**src/design/tmr2_pkg.sv**
```systemverilog
// Purpose: shared constants for the baud / clock-out timer block
// Assumes: one clock at 125 MHz, registers on a plain strobe port
// Notes: offsets are word indices on the plain port
package tmr2_pkg;
  localparam logic [2:0] ADDR_CONTROL = 3'h0;
  localparam logic [2:0] ADDR_MODE = 3'h1;
  localparam logic [2:0] ADDR_RELOAD_LOW = 3'h2;
  localparam logic [2:0] ADDR_RELOAD_HIGH = 3'h3;
  localparam logic [2:0] ADDR_COUNT_LOW = 3'h4;
  localparam logic [2:0] ADDR_COUNT_HIGH = 3'h5;
  localparam logic [2:0] ADDR_IRQ_ENABLE = 3'h6;
  // control register fields
  localparam int CTL_OVF = 7;
  localparam int CTL_EXF = 6;
  localparam int CTL_RCLK = 5;
  localparam int CTL_TRANSMIT_RATE_SELECT = 4;
  localparam int CTL_EXEN = 3;
  localparam int CTL_RUN = 2;
  localparam int CTL_CT = 1;
  // mode register field
  localparam int MOD_OE = 1;
  // irq enable register fields
  localparam int IE_GLOBAL = 7;
  localparam int IE_T2 = 5;
  localparam logic [7:0] CONTROL_RESET = 8'h00;
  localparam logic [7:0] MODE_RESET = 8'h00;
  localparam logic [7:0] IE_RESET = 8'h00;
  localparam logic [15:0] RELOAD_RESET = 16'h0000;
  // state time = 2 oscillator periods, machine cycle = 12
  localparam int STATE_TIME_OSC = 2;
  localparam int MACHINE_CYCLE_OSC = 12;
  typedef enum logic [1:0] {
    MODE_OFF = 2'b00,
    MODE_TIMER = 2'b01,
    MODE_BAUD = 2'b10
  } run_mode_t;
endpackage : tmr2_pkg

```
**src/design/tmr2_baud_clkout.sv**
```systemverilog
// Purpose: baud-rate generator and clock output of a 16-bit reloading timer
// Assumes: clk_i is the oscillator; count inputs synchronous to clk_i
// Notes: capture and plain auto-reload modes are not covered
// Notes on behaviour
// - either transmit or receive select set puts the timer in baud mode
// - serial port takes tx tick when transmit select, rx tick when receive select
// - baud-mode rollover reloads both count bytes from the reload pair
// - baud mode counts every state time; ordinary timer every twelfth oscillator
// - serial bit rate is osc over 32 times (65536 minus reload)
// - baud-mode rollover sets no overflow flag and raises no interrupt
// - with trigger enable, falling trigger pin sets external flag, no reload
// - clock output active when counter select clear and output enable set
// - run control starts and stops the timer, clock output included
// - clock pin is 50% duty at osc over 4 times (65536 minus reload)
// - without clock output the pin stays ordinary I/O or count input
// - clock-output rollovers raise no interrupt
// - baud and clock output run together from the one reload value
// - timer interrupt request is overflow flag OR external flag
// - flags are never cleared by hardware on vectoring, only by software
// - request passes only with the timer interrupt enable set
// - global enable clear blocks every interrupt
//
// The address map and the address-and-strobe port were decided locally.
`timescale 1ns/1ps
module tmr2_baud_clkout #(
  parameter int STATE_DIV = tmr2_pkg::STATE_TIME_OSC,
  parameter int MACHINE_DIV = tmr2_pkg::MACHINE_CYCLE_OSC
) (
  input wire logic clk_i,
  input wire logic rst_b_i,
  input wire logic [2:0] addr_i,
  input wire logic [7:0] wdata_i,
  input wire logic wr_i,
  input wire logic rd_i,
  output logic [7:0] rdata_o,
  input wire logic ext_trigger_pin_i,
  input wire logic count_pin_i,
  input wire logic port_latch_i,
  output logic clock_output_pin_o,
  output logic clock_output_pin_oe_o,
  output logic tx_tick_o,
  output logic rx_tick_o,
  output logic irq_o
);
  initial
  begin
    if (STATE_DIV < 1 || MACHINE_DIV < STATE_DIV || MACHINE_DIV > 255)
      $error("tmr2_baud_clkout: unsupported divider values");
  end

  logic [7:0] control_r;
  logic [7:0] mode_r;
  logic [7:0] ie_r;
  logic [15:0] reload_r;
  logic [15:0] count_r;
  logic [7:0] pre_r;
  logic trig_d_r;
  logic cnt_d_r;
  logic clk_out_r;
  logic oe_r;
  logic tx_r;
  logic rx_r;
  logic [7:0] rdata_r;
  logic baud_mode;
  logic clkout_mode;
  logic inc;
  logic rollover;
  logic trig_fall;
  logic ovf_set;
  logic [7:0] pre_lim;
  tmr2_pkg::run_mode_t mode_now;

  assign baud_mode = control_r[tmr2_pkg::CTL_RCLK] | control_r[tmr2_pkg::CTL_TRANSMIT_RATE_SELECT];
  assign clkout_mode = ~control_r[tmr2_pkg::CTL_CT] & mode_r[tmr2_pkg::MOD_OE];
  // clock-out and baud both tick at the state time, so they share one prescale
  assign pre_lim = (baud_mode | clkout_mode) ? 8'(STATE_DIV - 1) : 8'(MACHINE_DIV - 1);
  assign trig_fall = trig_d_r & ~ext_trigger_pin_i;

  always_comb
  begin
    if (!control_r[tmr2_pkg::CTL_RUN])
      mode_now = tmr2_pkg::MODE_OFF;
    else if (baud_mode | clkout_mode)
      mode_now = tmr2_pkg::MODE_BAUD;
    else
      mode_now = tmr2_pkg::MODE_TIMER;
  end

  always_comb
  begin
    case (mode_now)
      tmr2_pkg::MODE_OFF: inc = 1'b0;
      tmr2_pkg::MODE_BAUD: inc = (pre_r == pre_lim);
      tmr2_pkg::MODE_TIMER:
        inc = control_r[tmr2_pkg::CTL_CT] ? (cnt_d_r & ~count_pin_i) : (pre_r == pre_lim);
      default: inc = 1'b0;
    endcase
  end

  assign rollover = inc & (count_r == 16'hFFFF);
  // overflow flag only outside baud and clock-out use
  assign ovf_set = rollover & ~baud_mode & ~clkout_mode;

  always_ff @(posedge clk_i or negedge rst_b_i)
  begin
    if (!rst_b_i)
      pre_r <= 8'h00;
    else if (!control_r[tmr2_pkg::CTL_RUN] || pre_r == pre_lim)
      pre_r <= 8'h00;
    else
      pre_r <= pre_r + 8'h01;
  end

  always_ff @(posedge clk_i or negedge rst_b_i)
  begin
    if (!rst_b_i)
    begin
      trig_d_r <= 1'b1;
      cnt_d_r <= 1'b1;
    end
    else
    begin
      trig_d_r <= ext_trigger_pin_i;
      cnt_d_r <= count_pin_i;
    end
  end

  // count: reload on every rollover; software writes lose to hardware
  always_ff @(posedge clk_i or negedge rst_b_i)
  begin
    if (!rst_b_i)
      count_r <= 16'h0000;
    else if (rollover)
      count_r <= reload_r;
    else if (inc)
      count_r <= count_r + 16'h0001;
    else if (wr_i && addr_i == tmr2_pkg::ADDR_COUNT_LOW)
      count_r[7:0] <= wdata_i;
    else if (wr_i && addr_i == tmr2_pkg::ADDR_COUNT_HIGH)
      count_r[15:8] <= wdata_i;
  end

  // reload write mid-run may collide with a reload; software must stop first
  always_ff @(posedge clk_i or negedge rst_b_i)
  begin
    if (!rst_b_i)
      reload_r <= tmr2_pkg::RELOAD_RESET;
    else if (wr_i && addr_i == tmr2_pkg::ADDR_RELOAD_LOW)
      reload_r[7:0] <= wdata_i;
    else if (wr_i && addr_i == tmr2_pkg::ADDR_RELOAD_HIGH)
      reload_r[15:8] <= wdata_i;
  end

  // flags: hardware set wins over a software clear in the same cycle
  always_ff @(posedge clk_i or negedge rst_b_i)
  begin
    if (!rst_b_i)
      control_r <= tmr2_pkg::CONTROL_RESET;
    else
    begin
      if (wr_i && addr_i == tmr2_pkg::ADDR_CONTROL)
        control_r <= wdata_i;
      if (ovf_set)
        control_r[tmr2_pkg::CTL_OVF] <= 1'b1;
      if (trig_fall && control_r[tmr2_pkg::CTL_EXEN])
        control_r[tmr2_pkg::CTL_EXF] <= 1'b1;
    end
  end

  always_ff @(posedge clk_i or negedge rst_b_i)
  begin
    if (!rst_b_i)
    begin
      mode_r <= tmr2_pkg::MODE_RESET;
      ie_r <= tmr2_pkg::IE_RESET;
    end
    else if (wr_i && addr_i == tmr2_pkg::ADDR_MODE)
      mode_r <= {6'h00, wdata_i[1:0]};
    else if (wr_i && addr_i == tmr2_pkg::ADDR_IRQ_ENABLE)
      ie_r <= {wdata_i[7], 1'b0, wdata_i[5:0]};
  end

  // one tick per rollover, osc/2/(65536-reload); the serial port's own
  // divide by 16 makes osc/32, so no extra divider sits here
  always_ff @(posedge clk_i or negedge rst_b_i)
  begin
    if (!rst_b_i)
    begin
      tx_r <= 1'b0;
      rx_r <= 1'b0;
    end
    else
    begin
      tx_r <= rollover & control_r[tmr2_pkg::CTL_TRANSMIT_RATE_SELECT];
      rx_r <= rollover & control_r[tmr2_pkg::CTL_RCLK];
    end
  end

  always_ff @(posedge clk_i or negedge rst_b_i)
  begin
    if (!rst_b_i)
      clk_out_r <= 1'b0;
    else if (!clkout_mode)
      clk_out_r <= port_latch_i;
    else if (rollover)
      clk_out_r <= ~clk_out_r;
  end

  // pin released only while it serves as the count input
  always_ff @(posedge clk_i or negedge rst_b_i)
  begin
    if (!rst_b_i)
      oe_r <= 1'b1;
    else
      oe_r <= clkout_mode | ~control_r[tmr2_pkg::CTL_CT];
  end

  always_ff @(posedge clk_i or negedge rst_b_i)
  begin
    if (!rst_b_i)
      rdata_r <= 8'h00;
    else if (rd_i)
    begin
      if (addr_i == tmr2_pkg::ADDR_CONTROL)
        rdata_r <= control_r;
      else if (addr_i == tmr2_pkg::ADDR_MODE)
        rdata_r <= mode_r;
      else if (addr_i == tmr2_pkg::ADDR_RELOAD_LOW)
        rdata_r <= reload_r[7:0];
      else if (addr_i == tmr2_pkg::ADDR_RELOAD_HIGH)
        rdata_r <= reload_r[15:8];
      else if (addr_i == tmr2_pkg::ADDR_COUNT_LOW)
        rdata_r <= count_r[7:0];
      else if (addr_i == tmr2_pkg::ADDR_COUNT_HIGH)
        rdata_r <= count_r[15:8];
      else if (addr_i == tmr2_pkg::ADDR_IRQ_ENABLE)
        rdata_r <= ie_r;
      else
        rdata_r <= 8'h00;
    end
    else
      rdata_r <= 8'h00;
  end

  always_ff @(posedge clk_i or negedge rst_b_i)
  begin
    if (!rst_b_i)
      irq_o <= 1'b0;
    else
      irq_o <= (control_r[tmr2_pkg::CTL_OVF] | control_r[tmr2_pkg::CTL_EXF])
        & ie_r[tmr2_pkg::IE_T2] & ie_r[tmr2_pkg::IE_GLOBAL];
  end

  assign rdata_o = rdata_r;
  assign clock_output_pin_o = clk_out_r;
  assign clock_output_pin_oe_o = oe_r;
  assign tx_tick_o = tx_r;
  assign rx_tick_o = rx_r;

  baud_no_flag_a: assert property (@(posedge clk_i) disable iff (!rst_b_i)
    (rollover && baud_mode && !(wr_i && addr_i == tmr2_pkg::ADDR_CONTROL)
      && !control_r[tmr2_pkg::CTL_OVF]) |=> !control_r[tmr2_pkg::CTL_OVF])
    else $error("overflow flag set in baud mode");
  reload_load_a: assert property (@(posedge clk_i) disable iff (!rst_b_i)
    rollover |=> count_r == $past(reload_r))
    else $error("rollover did not reload count");
  ext_flag_a: assert property (@(posedge clk_i) disable iff (!rst_b_i)
    (trig_fall && control_r[tmr2_pkg::CTL_EXEN]) |=> control_r[tmr2_pkg::CTL_EXF])
    else $error("external flag not set");
  run_stop_a: assert property (@(posedge clk_i) disable iff (!rst_b_i)
    (!control_r[tmr2_pkg::CTL_RUN] && !wr_i) |=> $stable(count_r))
    else $error("count moved while stopped");
  clk_toggle_a: assert property (@(posedge clk_i) disable iff (!rst_b_i)
    (clkout_mode && rollover) |=> clk_out_r != $past(clk_out_r))
    else $error("clock output missed a toggle");
  irq_gate_a: assert property (@(posedge clk_i) disable iff (!rst_b_i)
    !ie_r[tmr2_pkg::IE_GLOBAL] |=> !irq_o)
    else $error("interrupt with global enable clear");
  irq_or_a: assert property (@(posedge clk_i) disable iff (!rst_b_i)
    (control_r[tmr2_pkg::CTL_EXF] && ie_r[tmr2_pkg::IE_T2] && ie_r[tmr2_pkg::IE_GLOBAL]) |=> irq_o)
    else $error("external flag gave no request");
  tx_tick_a: assert property (@(posedge clk_i) disable iff (!rst_b_i)
    tx_tick_o |-> $past(rollover) && $past(control_r[tmr2_pkg::CTL_TRANSMIT_RATE_SELECT]))
    else $error("tx tick without rollover");
  state_rate_a: assert property (@(posedge clk_i) disable iff (!rst_b_i)
    (baud_mode && control_r[tmr2_pkg::CTL_RUN] && $past(control_r[tmr2_pkg::CTL_RUN]) && !wr_i
      && count_r != 16'hFFFF && pre_r == pre_lim) |=> count_r == $past(count_r) + 16'h0001)
    else $error("baud count not at state rate");
  clkout_no_flag_a: assert property (@(posedge clk_i) disable iff (!rst_b_i)
    (rollover && clkout_mode && !(wr_i && addr_i == tmr2_pkg::ADDR_CONTROL)
      && !control_r[tmr2_pkg::CTL_OVF]) |=> !control_r[tmr2_pkg::CTL_OVF])
    else $error("overflow flag set in clock-out mode");
  plain_flag_a: assert property (@(posedge clk_i) disable iff (!rst_b_i)
    (rollover && !baud_mode && !clkout_mode) |=> control_r[tmr2_pkg::CTL_OVF])
    else $error("plain rollover did not set overflow flag");
  irq_enable_a: assert property (@(posedge clk_i) disable iff (!rst_b_i)
    !ie_r[tmr2_pkg::IE_T2] |=> !irq_o)
    else $error("interrupt with timer enable clear");
  rx_tick_a: assert property (@(posedge clk_i) disable iff (!rst_b_i)
    rx_tick_o |-> $past(rollover) && $past(control_r[tmr2_pkg::CTL_RCLK]))
    else $error("rx tick without rollover");
  tx_due_a: assert property (@(posedge clk_i) disable iff (!rst_b_i)
    (rollover && control_r[tmr2_pkg::CTL_TRANSMIT_RATE_SELECT]) |=> tx_tick_o)
    else $error("rollover gave no tx tick");
  pin_port_a: assert property (@(posedge clk_i) disable iff (!rst_b_i)
    !clkout_mode |=> clock_output_pin_o == $past(port_latch_i))
    else $error("pin not showing port latch");
  clk_hold_a: assert property (@(posedge clk_i) disable iff (!rst_b_i)
    (clkout_mode && !rollover) |=> clk_out_r == $past(clk_out_r))
    else $error("clock output moved between rollovers");
  ovf_irq_a: assert property (@(posedge clk_i) disable iff (!rst_b_i)
    (control_r[tmr2_pkg::CTL_OVF] && ie_r[tmr2_pkg::IE_T2] && ie_r[tmr2_pkg::IE_GLOBAL]) |=> irq_o)
    else $error("overflow flag gave no request");
  flag_hold_a: assert property (@(posedge clk_i) disable iff (!rst_b_i)
    (control_r[tmr2_pkg::CTL_OVF] && !(wr_i && addr_i == tmr2_pkg::ADDR_CONTROL)) |=> control_r[tmr2_pkg::CTL_OVF])
    else $error("overflow flag cleared by hardware");
  oe_drive_a: assert property (@(posedge clk_i) disable iff (!rst_b_i)
    clkout_mode |=> clock_output_pin_oe_o)
    else $error("clock pin not driven in clock-out mode");
  baud_both_a: assert property (@(posedge clk_i) disable iff (!rst_b_i)
    (rollover && control_r[tmr2_pkg::CTL_TRANSMIT_RATE_SELECT] && clkout_mode) |=> tx_tick_o && clk_out_r != $past(clk_out_r))
    else $error("shared reload did not feed both uses");
  stop_no_tick_a: assert property (@(posedge clk_i) disable iff (!rst_b_i)
    !control_r[tmr2_pkg::CTL_RUN] |=> !tx_tick_o && !rx_tick_o)
    else $error("tick while stopped");
  timer_rate_a: assert property (@(posedge clk_i) disable iff (!rst_b_i)
    (mode_now == tmr2_pkg::MODE_TIMER && !control_r[tmr2_pkg::CTL_CT] && pre_r != pre_lim) |-> !inc)
    else $error("plain timer counted off the machine cycle");
  count_edge_a: assert property (@(posedge clk_i) disable iff (!rst_b_i)
    (mode_now == tmr2_pkg::MODE_TIMER && control_r[tmr2_pkg::CTL_CT] && !(cnt_d_r && !count_pin_i)) |-> !inc)
    else $error("counter moved without a falling edge");
  ext_no_reload_a: assert property (@(posedge clk_i) disable iff (!rst_b_i)
    (trig_fall && baud_mode && !inc && !wr_i) |=> $stable(count_r))
    else $error("trigger edge reloaded the count");
  baud_cov: cover property (@(posedge clk_i) disable iff (!rst_b_i) rollover && baud_mode);
  ext_cov: cover property (@(posedge clk_i) disable iff (!rst_b_i) trig_fall && control_r[tmr2_pkg::CTL_EXEN]);
  both_cov: cover property (@(posedge clk_i) disable iff (!rst_b_i) clkout_mode && baud_mode && rollover);
  clk_cov: cover property (@(posedge clk_i) disable iff (!rst_b_i) clkout_mode && rollover);
  irq_cov: cover property (@(posedge clk_i) disable iff (!rst_b_i) $rose(irq_o));
endmodule : tmr2_baud_clkout

```
**config.mk**
```make
export PLATFORM = sky130hd
export DESIGN_NAME = tmr2_baud_clkout
export DESIGN_NICKNAME = d
export VERILOG_FILES = /design/src/design/tmr2_pkg.sv /design/src/design/tmr2_baud_clkout.sv
export SDC_FILE = /design/constraint.sdc
export NUM_CORES = 1
export LEC_CHECK = 0
export BUFFER_PORTS_ARGS = -buffer_cell sky130_fd_sc_hd__buf_2
export CORE_ASPECT_RATIO = 0.75
export CORE_UTILIZATION = 60
export DETAILED_ROUTE_END_ITERATION = 16
export GPL_TIMING_DRIVEN = 1
export PLACE_DENSITY = 0.91
export SLEW_MARGIN = 20
export SYNTH_ARGS = -nofsm -noshare
export SYNTH_HDL_FRONTEND = slang
export SYNTH_SLANG_ARGS = --single-unit
```
**constraint.sdc**
```tcl
create_clock -name clk_i -period 2.55 [get_ports clk_i]
set_clock_uncertainty 0.05 [all_clocks]
set_input_delay 0.255 -clock clk_i [delete_from_list [all_inputs] [get_ports clk_i]]
set_output_delay 0.255 -clock clk_i [all_outputs]
set_load 0.005 [all_outputs]
```
==> results_dict.tcl <==
set metrics [dict create \
    status "finished, final reports clean" \
    synth_edf_count 0 \
    vias 3154 \
    synthTopCellsByCount "dfrtp_1, mux2_2, nand2_1" \
    drive_gt1_share_pct 27.00 \
    power.total_mw 3.898 \
    cts-root-buf "clkbuf_8" \
    clockBufferDepth 2 \
    grt_remaining_overflow 0 \
    cts-htree-levels 3 \
    syn_to_final_growth_pct 12.25 \
    pin_count 31 \
    die_h_um 71.58 \
    layout.nets 415 \
    synth_top_area_share_pct 44.59 \
    die_x_um 94.77 \
    post-cts-setup-buffer-count 0 \
    num_rows 24 \
    synth_cells 362 \
    drc_errors 0 \
    core_mm2 0.006006 \
    numPortBuffers 30 \
    yosysWarningCount 0 \
    synthFlopType "dfrtp_1" \
    clk_pin_slew_ns 0.08 \
    antenna_found_initial 0 \
    grt_pass1_wl_um 16060 \
    p_per_area_mw_per_mm2 896.8 \
    start_kind "flop" \
    arrival_ns 2.64 \
    drt_iter0_drc 345 \
    first_pass_iters 5 \
    p_leak_nw 1.922 \
    path_cells "ha_1, nand4_1, nor4_1, nor2_1, a2111oi_0, a21oi_1" \
    routed_wl_um 10140 \
    ys_seq_elements 72 \
    min_period_ns 2.457 \
    finalHoldViolations 0 \
    worst_pin_slew_ns 0.9091 \
    cts_sinks 72 \
    worstSetupPathType "flop to flop" \
    finalSetupTns_ns 0 \
    syn_area_per_cell_um2 10.70 \
    async_flop_share_pct 100.0 \
    diodes 0 \
    period_share_pct 96.36 \
    min_path_type "input pin to flop" \
    slew_violations 0 \
    avgViaCountPerCell 6.598 \
    fin_ws_ns 0.09278 \
    synth_area_leaders "dfrtp_1, mux2_2, mux2i_1" \
    crit_slowest_cell "nor4_1" \
    cts_buffers 9 \
    hpwlAfterDp_um 7137 \
    synth_top_area_cell "dfrtp_1" \
    syn_area_mm2 0.003872 \
    crit_path_max_incr_delay_ns 0.84 \
    postSynthNetCount 382 \
    drtAntennaViolNets 0 \
    start_util_pct 64.48 \
    maxCapViolations 0 \
    cts_tree "done" \
    ir_worst_vdd_mv 0.6331 \
    synthDistinctLibCells 58 \
    wl_per_cell_um 21.20 \
    cp.required_ns 2.73 \
    grt_pass1_vias 3084 \
    die-area_mm2 0.006783 \
    rsz0062_at_grt "no" \
    grt_max_degree 48 \
    setup_viol 0 \
    seq_area_frac_synth_pct 46.62 \
    pre_cts_ws_ns 0.2186 \
    grt_use_total_pct 32.43 \
    fmax_mhz 407.0 \
    endpoint_kind "flop" \
    hold_buffers 3 \
    gp_congestion 0.8985 \
    clk-insertion-delay-late_ns 0.36 \
    yosysMostFrequentCell "dfrtp_1" \
    slew_headroom_pct 38.83 \
    ctsResizeCount 0 \
    crit_fanout 4 \
]
==> registers in the layout (all words and copies together) (netlist names), 2 cells and up <==
| register | flops |
|---|---|
| count_r | 16 |
| reload_r | 16 |
| control_r | 8 |
| pre_r | 8 |
| rdata_o | 8 |
| ie_r | 7 |
| mode_r | 2 |
==> cell families (layout without fill, tap and decap cells) <==
| family | after synthesis | count (layout) | synth area share (%) |
|---|---|---|---|
| AOI/OAI and AO/OA | 56 | 56 | 11.08 |
| xor gates and xnor gates | 8 | 8 | 1.809 |
| adders and majority gates | 2 | 2 | 0.6461 |
| buffers and inverters | 23 | 61 | 2.940 |
| DFF | 72 | 72 | 46.62 |
| muxes | 69 | 69 | 19.10 |
| and+or+nand+nor | 132 | 132 | 17.80 |
==> critical path: cells and delay by family, from the launching register on <==
kind	cells	cell delay, ns
and+or+nand+nor	3	1.14
DFF	1	0.42
AOI/OAI and AO/OA	2	0.44
adders and majority gates	1	0.26
==> where the power goes <==
part	total, mW	switching (mW)	internal (mW)
clock network	0.992	0.416	0.575
registers	1.79	0.366	1.42
logic	1.12	0.603	0.513
==> layout make-up <==
class	instances	area, um^2
clock buffer	12	145.1
fill	411	1659
multi-input combinational	267	1961
inverter	4	15.01
tap	78	97.59
timing repair buffer	41	252.7
sequential	72	1805
clock inverter	4	70.07
==> cell usage in the layout, fill, tap and decap left out, types with 6 or more instances in the layout <==
| cell | netlist | routed |
|---|---|---|
| buf_4 | 1 | 7 |
| nor2b_1 | 6 | 6 |
| and3_1 | 12 | 12 |
| nor2_1 | 25 | 25 |
| nand2_1 | 37 | 37 |
| nand4_1 | 6 | 6 |
| xor2_1 | 6 | 6 |
| dfrtp_1 | 69 | 69 |
| buf_2 | 7 | 30 |
| mux2_2 | 39 | 39 |
| o211ai_1 | 6 | 6 |
| nor3_1 | 7 | 7 |
| mux2i_1 | 30 | 30 |
| clkbuf_8 | 0 | 10 |
| a21oi_1 | 9 | 9 |
| o21ai_0 | 13 | 13 |
| nand3_1 | 16 | 16 |
==> metal layers <==
layer  up-vias  wire (um)  global-route usage, %
li1       1384          -                      -
met1      1563       4154                  44.13
met2       184       4669                  50.68
met3        23       1133                  9.130
met4         0        177                  10.27
met5         -          0                      0
==> final timing paths <==
| path | endpoint | slack (ns) | depth (start not counted) | start |
|---|---|---|---|---|
| max | count_r[5] | 0.09 | 6 | count_r[1] |
| min | clock_output_pin_o | 0.09 | 3 | port_latch_i |
| max reg2reg | count_r[5] | 0.09 | 6 | count_r[1] |
| min reg2reg | mode_r[0] | 0.46 | 1 | mode_r[0] |
| max in group asynchronous | cnt_d_r | 1.33 | 3 | rst_b_i |
| min in group asynchronous | rdata_o[6] | 0.39 | 2 | rst_b_i |
==> per-stage QoR <==
| step | area [um^2] | utilization (%) | instances | hold WS (ns) |
|---|---|---|---|---|
| CTS | 4347 | 72.38 | 478 | 0.08189 |
| detailed placement | 4101 | 68.29 | 459 | 0.2511 |
| global placement | 4101 | 68.29 | 459 | 0.2456 |
| finish | 4347 | 72.38 | 478 | 0.08578 |
| global route | 4347 | 72.38 | 478 | 0.1172 |
| floorplan | 3872 | - | 362 | -0.09059 |
(Power assumes the default switching activity.)
